--- src/pkg/swwd_pkg.sv ---
// constants, types and helpers of the supervisor window watchdog
package swwd_pkg;

    localparam int CLK_KHZ          = 200000;
    localparam int RST_HOLD_MS      = 200;
    localparam int WIN_LOW_FLOAT_MS = 800;
    localparam int WIN_UP_FLOAT_MS  = 1600;
    localparam int WIN_LOW_PULL_US  = 1850;
    localparam int WIN_UP_PULL_US   = 11000;
    localparam int SETTLE_US        = 150;
    localparam int CLS_EVAL_US      = 381;
    localparam int CLS_FLOAT_US     = 50;
    localparam int CAP_UPPER_RST_MS = 63;

    // the settle time rounds up, every other divided time rounds down
    localparam int RST_HOLD_CYC  = RST_HOLD_MS * CLK_KHZ;
    localparam int LOW_FLOAT_CYC = WIN_LOW_FLOAT_MS * CLK_KHZ;
    localparam int UP_FLOAT_CYC  = WIN_UP_FLOAT_MS * CLK_KHZ;
    localparam int LOW_PULL_CYC  = (WIN_LOW_PULL_US * CLK_KHZ) / 1000;
    // product taken in megahertz so that it stays inside the int range
    localparam int UP_PULL_CYC   = WIN_UP_PULL_US * (CLK_KHZ / 1000);
    localparam int SETTLE_CYC    = (SETTLE_US * CLK_KHZ + 999) / 1000;
    localparam int CLS_EVAL_CYC  = (CLS_EVAL_US * CLK_KHZ) / 1000;
    localparam int CLS_FLOAT_CYC = (CLS_FLOAT_US * CLK_KHZ) / 1000;
    localparam logic [31:0] CAP_UPPER_RST = 32'(CAP_UPPER_RST_MS * CLK_KHZ);

    localparam logic [11:0] REG_STATUS      = 12'h000;
    localparam logic [11:0] REG_CAP_UPPER   = 12'h004;
    localparam logic [11:0] REG_FAULT_COUNT = 12'h008;

    localparam int ST_RESET_BIT  = 0;
    localparam int ST_FAULT_BIT  = 1;
    localparam int ST_MODE_LSB   = 2;
    localparam int ST_CLS_BIT    = 4;
    localparam int ST_RUN_BIT    = 5;
    localparam int ST_RPIN_BIT   = 6;
    localparam int ST_FPIN_BIT   = 7;

    typedef enum logic [1:0] {
        MODE_FLOAT,
        MODE_PULLUP,
        MODE_CAP
    } swwd_mode_type;

    typedef enum {CLS_IDLE, CLS_PROBE, CLS_CHARGE, CLS_DONE} swwd_cls_type;

    typedef enum {WD_OFF, WD_SETUP, WD_FIRST, WD_RUN, WD_FAULT} swwd_wd_type;

    typedef struct packed {
        logic [31:0] lower;
        logic [31:0] upper;
    } swwd_window_type;

    function automatic swwd_window_type swwd_window(
        input swwd_mode_type mode,
        input logic [31:0]   cap_upper,
        input logic [31:0]   low_float,
        input logic [31:0]   up_float,
        input logic [31:0]   low_pull,
        input logic [31:0]   up_pull
    );
        swwd_window_type w;
        case (mode)
            MODE_FLOAT: begin
                w.lower = low_float;
                w.upper = up_float;
            end
            MODE_PULLUP: begin
                w.lower = low_pull;
                w.upper = up_pull;
            end
            default: begin
                w.lower = {1'b0, cap_upper[31:1]};
                w.upper = cap_upper;
            end
        endcase
        return w;
    endfunction : swwd_window

endpackage : swwd_pkg

--- src/verilog/swwd_top.sv ---
// supervisor with window watchdog and AHB-Lite status/control registers
`timescale 1ns/100ps
`default_nettype none
module swwd_top #(
    parameter logic [31:0] HOLD_CYCLES  = 32'(swwd_pkg::RST_HOLD_CYC),
    parameter logic [31:0] LOW_FLOAT    = 32'(swwd_pkg::LOW_FLOAT_CYC),
    parameter logic [31:0] UP_FLOAT     = 32'(swwd_pkg::UP_FLOAT_CYC),
    parameter logic [31:0] LOW_PULL     = 32'(swwd_pkg::LOW_PULL_CYC),
    parameter logic [31:0] UP_PULL      = 32'(swwd_pkg::UP_PULL_CYC),
    parameter logic [31:0] SETTLE_CYCLES = 32'(swwd_pkg::SETTLE_CYC),
    parameter logic [31:0] CLS_EVAL     = 32'(swwd_pkg::CLS_EVAL_CYC),
    parameter logic [31:0] CLS_FLOAT    = 32'(swwd_pkg::CLS_FLOAT_CYC)
) (
    input  wire logic        hclk,                   // bus clock
    input  wire logic        hresetn,                // async reset, low
    input  wire logic        hsel,                   // slave select
    input  wire logic [31:0] haddr,                  // byte address
    input  wire logic [1:0]  htrans,                 // transfer type
    input  wire logic        hwrite,                 // write when high
    input  wire logic [2:0]  hsize,                  // word only
    input  wire logic [31:0] hwdata,                 // write data
    input  wire logic        hready,                 // bus ready
    output logic      [31:0] hrdata,                 // read data
    output logic             hreadyout,              // always ready
    output logic             hresp,                  // always okay
    input  wire logic        supply_below_threshold, // falling comparator
    input  wire logic        supply_above_hysteresis,// rising comparator
    input  wire logic        supply_below_min,       // below operating level
    input  wire logic        manual_reset_request_n, // manual request, low
    input  wire logic        watchdog_kick_in,       // kick input
    input  wire logic        watchdog_enable_pin,    // watchdog enable
    input  wire logic        window_timing_select_pin, // select pin level
    output logic             select_charge_en,       // select pin charge on
    input  wire logic        reset_pin_in,           // reset pin level
    output logic             reset_out_n,            // reset drive value
    output logic             reset_oe,               // reset pulled low
    input  wire logic        watchdog_fault_pin_in,  // fault pin level
    output logic             watchdog_fault_out_n,   // fault drive value
    output logic             watchdog_fault_oe       // fault pulled low
);
    import swwd_pkg::*;

    logic            uv_low;
    logic            cause;
    logic            cause_q;
    logic [31:0]     hold_cnt;
    logic            rst_active;
    swwd_cls_type    cls_state;
    logic [31:0]     cls_cnt;
    swwd_mode_type   mode;
    logic            cls_done;
    logic            wd_allow;
    logic            kick_q;
    logic            kick_fall;
    swwd_wd_type     wd_state;
    logic [31:0]     win_cnt;
    swwd_window_type win;
    logic [31:0]     cap_upper;
    logic [31:0]     fault_count;
    logic            wr_pend;
    logic [11:0]     wr_addr;
    logic            accept;

    // undervoltage latch with hysteresis; starts low as at power-up
    always_ff @(posedge hclk or negedge hresetn) begin
        if (!hresetn) begin
            uv_low <= 1'b1;
        end else if (supply_below_threshold) begin
            uv_low <= 1'b1;
        end else if (supply_above_hysteresis) begin
            uv_low <= 1'b0;
        end
    end

    assign cause = uv_low | supply_below_threshold | supply_below_min
                 | !manual_reset_request_n;

    always_ff @(posedge hclk or negedge hresetn) begin
        if (!hresetn) begin
            hold_cnt <= 32'h0000_0000;
        end else if (cause) begin
            hold_cnt <= 32'h0000_0000;
        end else if (hold_cnt != HOLD_CYCLES) begin
            hold_cnt <= hold_cnt + 32'h0000_0001;
        end
    end

    always_ff @(posedge hclk or negedge hresetn) begin
        if (!hresetn) begin
            rst_active <= 1'b1;
            cause_q    <= 1'b1;
        end else begin
            rst_active <= cause || (hold_cnt < HOLD_CYCLES - 32'h1)
                       || !cls_done;
            cause_q    <= cause;
        end
    end

    assign reset_out_n = 1'b0;
    assign reset_oe    = rst_active;

    // timing-select classification, rerun on each reset event that starts after it has finished
    always_ff @(posedge hclk or negedge hresetn) begin
        if (!hresetn) begin
            cls_state <= CLS_IDLE;
            cls_cnt   <= 32'h0000_0000;
            mode      <= MODE_FLOAT;
        end else begin
            case (cls_state)
                CLS_IDLE: begin
                    cls_cnt <= 32'h0000_0000;
                    if (!supply_below_threshold && !supply_below_min) begin
                        cls_state <= CLS_PROBE;
                    end
                end
                CLS_PROBE: begin
                    if (window_timing_select_pin) begin
                        mode      <= MODE_PULLUP;
                        cls_state <= CLS_DONE;
                    end else begin
                        cls_state <= CLS_CHARGE;
                    end
                end
                CLS_CHARGE: begin
                    cls_cnt <= cls_cnt + 32'h0000_0001;
                    if (window_timing_select_pin) begin
                        mode      <= (cls_cnt < CLS_FLOAT) ? MODE_FLOAT
                                                           : MODE_CAP;
                        cls_state <= CLS_DONE;
                    end else if (cls_cnt >= CLS_EVAL - 32'h2) begin
                        mode      <= MODE_CAP;
                        cls_state <= CLS_DONE;
                    end
                end
                CLS_DONE: begin
                    if (cause && !cause_q) begin
                        cls_state <= CLS_IDLE;
                    end
                end
                default: begin
                    cls_state <= CLS_IDLE;
                end
            endcase
            if (cls_state != CLS_DONE && cls_state != CLS_IDLE
                && (supply_below_threshold || supply_below_min)) begin
                cls_state <= CLS_IDLE;
            end
        end
    end

    assign cls_done      = (cls_state == CLS_DONE);
    assign select_charge_en = (cls_state == CLS_CHARGE);

    // watchdog allowed only with pin high, no manual request, no reset
    assign wd_allow  = watchdog_enable_pin && manual_reset_request_n
                    && !rst_active;
    assign kick_fall = kick_q && !watchdog_kick_in;
    assign win = swwd_window(mode, cap_upper, LOW_FLOAT, UP_FLOAT,
                             LOW_PULL, UP_PULL);

    always_ff @(posedge hclk or negedge hresetn) begin
        if (!hresetn) begin
            kick_q <= 1'b1;
        end else begin
            kick_q <= watchdog_kick_in;
        end
    end

    always_ff @(posedge hclk or negedge hresetn) begin
        if (!hresetn) begin
            wd_state <= WD_OFF;
            win_cnt  <= 32'h0000_0000;
        end else if (!wd_allow) begin
            wd_state <= WD_OFF;
            win_cnt  <= 32'h0000_0000;
        end else begin
            case (wd_state)
                WD_OFF: begin
                    wd_state <= WD_SETUP;
                    win_cnt  <= 32'h0000_0000;
                end
                WD_SETUP: begin
                    win_cnt <= win_cnt + 32'h0000_0001;
                    if (win_cnt >= SETTLE_CYCLES - 32'h1) begin
                        wd_state <= WD_FIRST;
                        win_cnt  <= 32'h0000_0000;
                    end
                end
                WD_FIRST: begin
                    win_cnt <= win_cnt + 32'h0000_0001;
                    if (kick_fall) begin
                        wd_state <= WD_RUN;
                        win_cnt  <= 32'h0000_0000;
                    end else if (win_cnt >= win.upper - 32'h1) begin
                        wd_state <= WD_FAULT;
                        win_cnt  <= 32'h0000_0000;
                    end
                end
                WD_RUN: begin
                    win_cnt <= win_cnt + 32'h0000_0001;
                    if (kick_fall) begin
                        win_cnt <= 32'h0000_0000;
                        if (win_cnt < win.lower) begin
                            wd_state <= WD_FAULT;
                        end
                    end else if (win_cnt >= win.upper - 32'h1) begin
                        wd_state <= WD_FAULT;
                        win_cnt  <= 32'h0000_0000;
                    end
                end
                WD_FAULT: begin
                    win_cnt <= win_cnt + 32'h0000_0001;
                    if (win_cnt >= HOLD_CYCLES - 32'h1) begin
                        wd_state <= WD_FIRST;
                        win_cnt  <= 32'h0000_0000;
                    end
                end
                default: begin
                    wd_state <= WD_OFF;
                end
            endcase
        end
    end

    assign watchdog_fault_out_n = 1'b0;
    assign watchdog_fault_oe    = (wd_state == WD_FAULT)
                               && !rst_active;

    // AHB-Lite slave, zero wait states
    assign accept    = hsel && htrans[1] && hready;
    assign hreadyout = 1'b1;
    assign hresp     = 1'b0;

    always_ff @(posedge hclk or negedge hresetn) begin
        if (!hresetn) begin
            wr_pend <= 1'b0;
            wr_addr <= 12'h000;
        end else begin
            wr_pend <= accept && hwrite;
            wr_addr <= haddr[11:0];
        end
    end

    always_ff @(posedge hclk or negedge hresetn) begin
        if (!hresetn) begin
            cap_upper <= CAP_UPPER_RST;
        end else if (wr_pend && wr_addr == REG_CAP_UPPER) begin
            cap_upper <= hwdata;
        end
    end

    always_ff @(posedge hclk or negedge hresetn) begin
        if (!hresetn) begin
            fault_count <= 32'h0000_0000;
        end else if (wd_allow
                     && (wd_state == WD_FIRST || wd_state == WD_RUN)
                     && ((!kick_fall && win_cnt >= win.upper - 32'h1)
                         || (kick_fall && wd_state == WD_RUN
                             && win_cnt < win.lower))) begin
            // a kick on the last window cycle wins over the timeout
            fault_count <= fault_count + 32'h0000_0001;
        end
    end

    always_ff @(posedge hclk or negedge hresetn) begin
        if (!hresetn) begin
            hrdata <= 32'h0000_0000;
        end else begin
            hrdata <= 32'h0000_0000;
            if (accept && !hwrite) begin
                case (haddr[11:0])
                    REG_STATUS: begin
                        hrdata[ST_RESET_BIT] <= rst_active;
                        hrdata[ST_FAULT_BIT] <= watchdog_fault_oe;
                        hrdata[ST_MODE_LSB +: 2] <= mode;
                        hrdata[ST_CLS_BIT]   <= cls_done;
                        hrdata[ST_RUN_BIT]   <= (wd_state == WD_FIRST)
                                             || (wd_state == WD_RUN);
                        hrdata[ST_RPIN_BIT]  <= reset_pin_in;
                        hrdata[ST_FPIN_BIT]  <= watchdog_fault_pin_in;
                    end
                    REG_CAP_UPPER:   hrdata <= cap_upper;
                    REG_FAULT_COUNT: hrdata <= fault_count;
                    default:         hrdata <= 32'h0000_0000;
                endcase
            end
        end
    end

    // helper state read only by the checks below
    logic [31:0] quiet_cnt;
    logic [31:0] flen;
    always_ff @(posedge hclk or negedge hresetn) begin
        if (!hresetn) begin
            quiet_cnt <= 32'h0000_0000;
            flen      <= 32'h0000_0000;
        end else begin
            quiet_cnt <= cause ? 32'h0000_0000
                       : (quiet_cnt == HOLD_CYCLES) ? quiet_cnt
                       : quiet_cnt + 32'h0000_0001;
            flen      <= watchdog_fault_oe ? flen + 32'h0000_0001
                                           : 32'h0000_0000;
        end
    end
endmodule : swwd_top
`default_nettype wire
--- config.mk ---
export PLATFORM = sky130hd
export DESIGN_NAME = swwd_top
export DESIGN_NICKNAME = d
export VERILOG_FILES = /design/src/pkg/swwd_pkg.sv /design/src/verilog/swwd_top.sv
export SDC_FILE = /design/constraint.sdc
export NUM_CORES = 1
export LEC_CHECK = 0
export BUFFER_PORTS_ARGS = -buffer_cell sky130_fd_sc_hd__buf_2
export CAP_MARGIN = 0
export CORE_MARGIN = 10
export CORE_UTILIZATION = 62
export CTS_BUF_LIST = sky130_fd_sc_hd__clkbuf_8
export CTS_CLUSTER_SIZE = 14
export DETAILED_ROUTE_END_ITERATION = 16
export GPL_ROUTABILITY_DRIVEN = 0
export PLACE_DENSITY_LB_ADDON = 0.25
export RECOVER_POWER = 100
export SLEW_MARGIN = 20
export SYNTH_ARGS = -nofsm -noshare
export SYNTH_HDL_FRONTEND = slang
export SYNTH_SLANG_ARGS = --single-unit
--- constraint.sdc ---
create_clock -name hclk -period 6.9 [get_ports hclk]
set_input_delay 1.38 -clock hclk [delete_from_list [all_inputs] [get_ports hclk]]
set_output_delay 1.38 -clock hclk [all_outputs]
set_load 0.05 [all_outputs]
# Yosys cells after proc, flatten, opt, wreduce, memory -nomap -nowiden
# Cells that the tools add are included.
word_totals:
  register_bits: 275
  mem_count: 0
  mem_bits_rw: 0
  in_bits: 83
  latch_bits: 0
  wordCells: 137
  romBits: 0
classes:
  n_shift: 0
  eq_ne: 27
  div_mod_pow: 0
  reduce_logical: 45
  order_cmp: 7
  n_mux: 35
  bitwise: 3
  multipliers: 0
  n_addsub: 5
ops:
  columns: ["operator", "n"]
  rows:
  - ["32-bit 2-to-1 mux", 20]
  - ["32-bit case mux with 4 select lines", 2]
  - ["32-bit by 3-bit equality test with 1-bit output, second input constant", 5]
  - ["32-bit case mux with 5 select lines", 1]
  - ["32-bit by 1-bit adder with 32-bit output, second input constant", 4]
  - ["32-bit by 2-bit equality test with 1-bit output, second input constant", 4]
  - ["63-bit case mux with 2 select lines", 1]
  - ["32-bit by 1-bit equality test with 1-bit output, second input constant", 2]
  - ["32-bit zero test", 2]
  - ["32-bit case mux with 2 select lines", 1]
  - ["24-bit case mux with 2 select lines", 1]
  - ["32-bit by 4-bit equality test with 1-bit output, second input constant", 1]
  - ["32-bit by 15-bit >= comparator with 1-bit output, second input constant", 1]
  - ["32-bit by 17-bit >= comparator with 1-bit output, second input constant", 1]
  - ["32-bit by 26-bit >= comparator with 1-bit output, second input constant", 1]
  - ["32-bit >= comparator", 1]
  - ["32-bit by 14-bit less-than comparator with 1-bit output, second input constant", 1]
  - ["32-bit by 26-bit less-than comparator with 1-bit output, second input constant", 1]
  - ["32-bit less-than comparator", 1]
  - ["32-bit by 26-bit != test with 1-bit output, second input constant", 1]
  - ["32-bit by 3-bit != test with 1-bit output, second input constant", 1]
  - ["32-bit nonzero test", 1]
  - ["32-bit by 1-bit subtractor with 32-bit output, second input constant", 1]
  - ["12-bit by 3-bit equality test with 1-bit output, second input constant", 2]
  - ["19 further kinds", 65]

# Logic depth before layout (Yosys ltp)
logic_depth:
  word_depth: 8
  ltp_mapped: 20
  depth_no_buf: 16

# Least setup slack after synthesis
# OpenSTA, ideal clock, no wires.
synth_path:
  path_kind: "register to register"
  start: "register cap_upper[3]"
  end: "register fault_count[14]"
  slack_ns: 2.126
  required_ns: 6.753
  period_less_slack_ns: 4.774
  stages_incl_launch_ff: 16
  setup_time_ns: 0.147
  arrival_time_ns: 4.627
  n_path_buf: 1
  cell_sequence: "dfrtp_1 -> or4_4 -> o21ai_4 -> o211ai_2 -> or3b_4 -> nor4_4 -> nand2_2 -> o32a_1 -> ha_1 -> nand4_1 -> or3_1 -> a2111oi_4 -> o21ai_0 -> clkbuf_1 -> a2111oi_0 -> xor2_1"
synth_via:
  elab_chain_cells: 6
  word_cells_on_any_way: 8
  cone_classes: "add/sub (1); order compare (2); mux (1); reduce/logical (4)"
synth_lines:
  columns: ["element", "line_no", "text"]
  rows:
  - ["from (decl)", "swwd_top.sv:58", "logic [31:0] cap_upper;"]
  - ["from (signal assigned)", "swwd_top.sv:248", "cap_upper <= hwdata;"]
  - ["63-bit case mux with 2 select lines (*)", "swwd_pkg.sv:63", "case (mode)"]
  - ["32-bit by 1-bit subtractor with 32-bit output", "swwd_top.sv:257", "&& ((!kick_fall && win_cnt >= win.upper - 32'h1)"]
  - ["32-bit >= comparator", "swwd_top.sv:257", null]
  - ["1-bit logical AND", "swwd_top.sv:257", null]
  - ["1-bit logical OR (*)", "swwd_top.sv:258", "|| (kick_fall && wd_state == WD_RUN"]
  - ["1-bit logical AND (*)", "swwd_top.sv:257", null]
  - ["to (signal assigned)", "swwd_top.sv:261", "fault_count <= fault_count + 32'h0000_0001;"]
  - ["to (decl)", "swwd_top.sv:59", "logic [31:0] fault_count;"]
# Every way passes the cells marked *; elsewhere a longest branch is shown, timed or not.
# A chain may end at the register's enable or synchronous reset.

# Worst setup path in the final report
layout_path:
  start: "register cap_upper[3]"
  end: "register win_cnt[0]"
layout_via:
  elab_chain_cells: 7
layout_lines:
  columns: ["element", "line_no", "text"]
  rows:
  - ["63-bit case mux with 2 select lines", "swwd_pkg.sv:63", null]
  - ["32-bit by 1-bit subtractor with 32-bit output", "swwd_top.sv:194, swwd_top.sv:206", null]
  - ["32-bit >= comparator", "swwd_top.sv:194, swwd_top.sv:206", null]
  - ["32-bit 2-to-1 mux", "swwd_top.sv:194, swwd_top.sv:206", null]
  - ["32-bit 2-to-1 mux", "swwd_top.sv:201", "if (kick_fall) begin"]
  - ["32-bit case mux with 4 select lines", "swwd_top.sv:177", "case (wd_state)"]
  - ["32-bit 2-to-1 mux", "swwd_top.sv:173", "end else if (!wd_allow) begin"]
  - ["to (signal assigned)", "swwd_top.sv:183", "win_cnt <= win_cnt + 32'h0000_0001;"]
  - ["to (signal assigned)", "swwd_top.sv:200", "win_cnt <= win_cnt + 32'h0000_0001;"]
  - ["to (signal assigned)", "swwd_top.sv:212", "win_cnt <= win_cnt + 32'h0000_0001;"]
  - ["to (decl)", "swwd_top.sv:56", "logic [31:0] win_cnt;"]
# Every way passes these cells.

==> summary.md <==
| Metric | Value |
|---|---|
| Failing checks | capacitance limit, slew limit |
| Post-Syn Area | 0.0137 mm^2 |
| CTS tree | yes |
| Synth top area share | 43.1% |
| Nature of the critical path endpoint | register |
| Post-synth EDFFs | 0 |
| Worst Clk Skew | 0.0381 ns |
| Core box area | 0.0218 mm^2 |
| Seq. cell area | 0.00614 mm^2 |
| Maximum VDD drop | 0.000239 V |
| Worst Hold Margin | 0.484 ns |
| Final-layout fill cell count | 1715 |
| Via density | 6.00 |
| Worst slew pin tran | 2.96 ns |
| Drt first pass iters | 5 |
| Syn Inst Count | 1458 |
| Top cell type by total area after synthesis | dfrtp_1 |
| Maximum root-to-sink buffer count | 3 |
| Post-DR wirelength/cell | 17.1 um |
| Startpoint types | register |
| Setup Buffers After CTS | 0 |
| Cts repair resizes | 0 |
| Seq cells post-synth | 245 |
| Setup total negative slack | 0 ns |
| CTS H-tree depth | 2 |
| Overflow left after global routing | 0 |
| Seq/Total Area, Yosys | 45.0% |
| Reg clk slew, reported paths | 0.06 ns |
| CTS Sinks | 245 |
| Crit-path max cell delay | 1.21 ns |
| Most frequent cells in the layout | 235 x dfrtp_1, 166 x nand2_1, 147 x nor2_1 |
| Initial Util | 62.8% |
| Maximum number of pins on one net before global-route repair | 128 |
| Unrepaired setup endpoints after global routing | false |
| Yosys Warn Count | 0 |
| Max-cap violations | 3 |
| Fmax | 167 MHz |
| Worst path bufs/invs | 1 |
| Critical path's top delay family | compound AO/OA/AOI/OAI gates |
| Global-route wire length before repair | 53600 um |
| Commonest non-fill, non-tap cell in the layout | dfrtp_1 |
| P&R area growth vs syn | 10.9% |
| Total Wirelength | 32100 um |
| Crit Path Class | register to register |
| Final Net Count | 1717 |
| Slowest CP cell | o31ai_2 |
| Ports | 122 |
| Max-slew violations | 179 |
| Main flop type after synthesis | dfrtp_1 |
| Synth Area per Inst | 9.36 um^2 |
| Die height | 168 um |
| Final Hold Fails | 0 |
| Min Tclk post-route | 6.00 ns |
| Power Density | 240 mW/mm^2 |
| Total number of vias | 11200 |
| Status | finished with violations |
| Leakage | 6.79 nW |
| Crit path depth | 17 |
| Post-route ant nets | 0 |
| WP data required | 7.36 ns |
| Most frequent CP cell | a21o_1 |
| Initial antenna violation count | 0 |
| Headroom to the max-slew limit | -97.4% |
| Multi-input logic area | 0.00721 mm^2 |
| Hold Path Class | register to register |
| Final setup viols | 0 |
| Die area | 0.0284 mm^2 |
| Synth async-reset ratio | 100% |
| Vias in the first global route | 11200 |
| Worst endpoint data arrival time | 6.46 ns |
| Hold Path Depth | 1 |
| Crit path cell chain | or4_4 -> o21ai_4 -> o211ai_2 -> or3b_4 -> nor4_4 -> nand2_2 -> nor4_2 -> mux2_1 -> ha_1 -> a21o_1 -> a21o_1 -> a21oi_1 -> o21ai_0 -> o31ai_2 -> buf_4 -> nor2_1 -> a211oi_1 |
| Clock Latency Late Sink | 0.56 ns |
| Layout cells sized above 1 | 11.4% |
| Synth area leaders | dfrtp_1 43%, ha_1 6.6%, nand2_1 4.6% |
| CTS root buf | clkbuf_8 |
| Period utilization | 86.9% |
| First DRT Iteration DRCs | 895 |
| Critical path peak fanout | 22 |
| Die Span X | 168 um |
| Num CTS Buffers | 42 |
| Post-CTS Hold Buffers | 0 |
| Antenna diodes | 0 |
| IO buf count | 93 |
| Aggregate global-route resource usage | 22.2% |
| DP HPWL | 22500 um |
| Rows | 54 |
| Reg2reg path depth | 17 |
| Post-route DRC | 0 |
| Post-synthesis cell type count | 75 |
## flip-flops by register name, summed over array words and instances, names as in the netlist, 2 cells and up
signal       cells
cap_upper       32
cls_cnt         32
cls_state        2
fault_count     32
hold_cnt        32
hrdata          32
mode             2
wd_state        32
win_cnt         32
wr_addr         12
## metal layers
metal / share of wire (%) / track usage [%] / wire (um)
met5: 0 / 0 / 0
met2: 47 / 36.1 / 15200
met3: 6.2 / 3.84 / 2000
met4: 2.7 / 8.52 / 880
met1: 44 / 28.9 / 14000
## final cells by class
type / instances / area share (%)
clock buffers: 51 / 4.63
clock inverters: 25 / 0.892
inverters: 33 / 0.818
multi-input cells: 1138 / 47.6
flip-flops and latches: 245 / 40.6
well taps: 280 / 2.31
repair buffers: 102 / 3.15
## cell families after synthesis
logic type               after synthesis  share of synthesized area [%]
AO/OA/AOI/OAI                        277                           13.4
multiplexers                          49                           3.91
other                                  2                         0.0550
buffers and inverters                106                           3.05
AND/OR/NAND/NOR                      620                           22.4
flip-flops                           245                           45.0
XOR/XNOR                              87                           5.58
adder cells (fa/ha/maj)               72                           6.60
## synthesized netlist by cell type (all sizes together) (7+ instances only)
cell     number
dfrtp       235
nand2       167
nor2        147
nand3        77
o21ai        75
ha           72
a21oi        68
clkbuf       61
xor2         54
nor3         46
and3         40
mux2         35
nand4        34
inv          33
xnor2        33
nor4         30
a22oi        27
a2111oi      19
a211oi       16
mux2i        14
or3          13
buf          12
nor2b        11
a21o         10
a31oi        10
and4         10
dfstp        10
o31ai         9
o211ai        8
and2          7
nand2b        7
## worst register-to-register path, cell delays in order (launching register included)
cell and delay [ns]:
dfrtp_1 0.43, or4_4 0.59, o21ai_4 0.23, o211ai_2 0.17, or3b_4 0.48, nor4_4 0.30
nand2_2 0.17, nor4_2 0.28, mux2_1 0.37, ha_1 0.30, a21o_1 0.18, a21o_1 0.17
a21oi_1 0.12, o21ai_0 0.25, o31ai_2 1.21, buf_4 0.39, nor2_1 0.06, a211oi_1 0.20
## report_power, final
part           switching, W  leakage [nW]  internal (W)
Clock              0.000586         0.491      0.000708
Combinational      0.000527          3.13      0.000282
Sequential        0.0000484          3.17       0.00148
Total               0.00116          6.79       0.00247
## through the flow
stage / instances / setup slack [ns] / power (W) / cell area (um^2) / util [%]
floorplan: 1489 / 2.13 / 0.00213 / 13800 / -
global placement: 1798 / 1.42 / 0.00232 / 14400 / 66.2
detailed placement: 1798 / 1.38 / 0.00236 / 14400 / 66.2
CTS: 1874 / 1.28 / 0.00366 / 15200 / 70.0
global route: 1874 / 0.490 / 0.00383 / 15100 / 69.6
finish: 1874 / 0.901 / 0.00363 / 15100 / 69.6
## worst paths after layout
| path | from | slack [ns] | to |
|---|---|---|---|
| worst max-delay path | cap_upper[3] | 0.90 | win_cnt[0] |
| worst min-delay path | fault_count[31] | 0.48 | fault_count[31] |
| worst max register to register | cap_upper[3] | 0.90 | win_cnt[0] |
| worst min register to register | fault_count[31] | 0.48 | fault_count[31] |
| max in group asynchronous | hresetn | 3.37 | cap_upper[24] |
| min in group asynchronous | hresetn | 1.73 | win_cnt[3] |
Power figures use the tool's default switching activity.
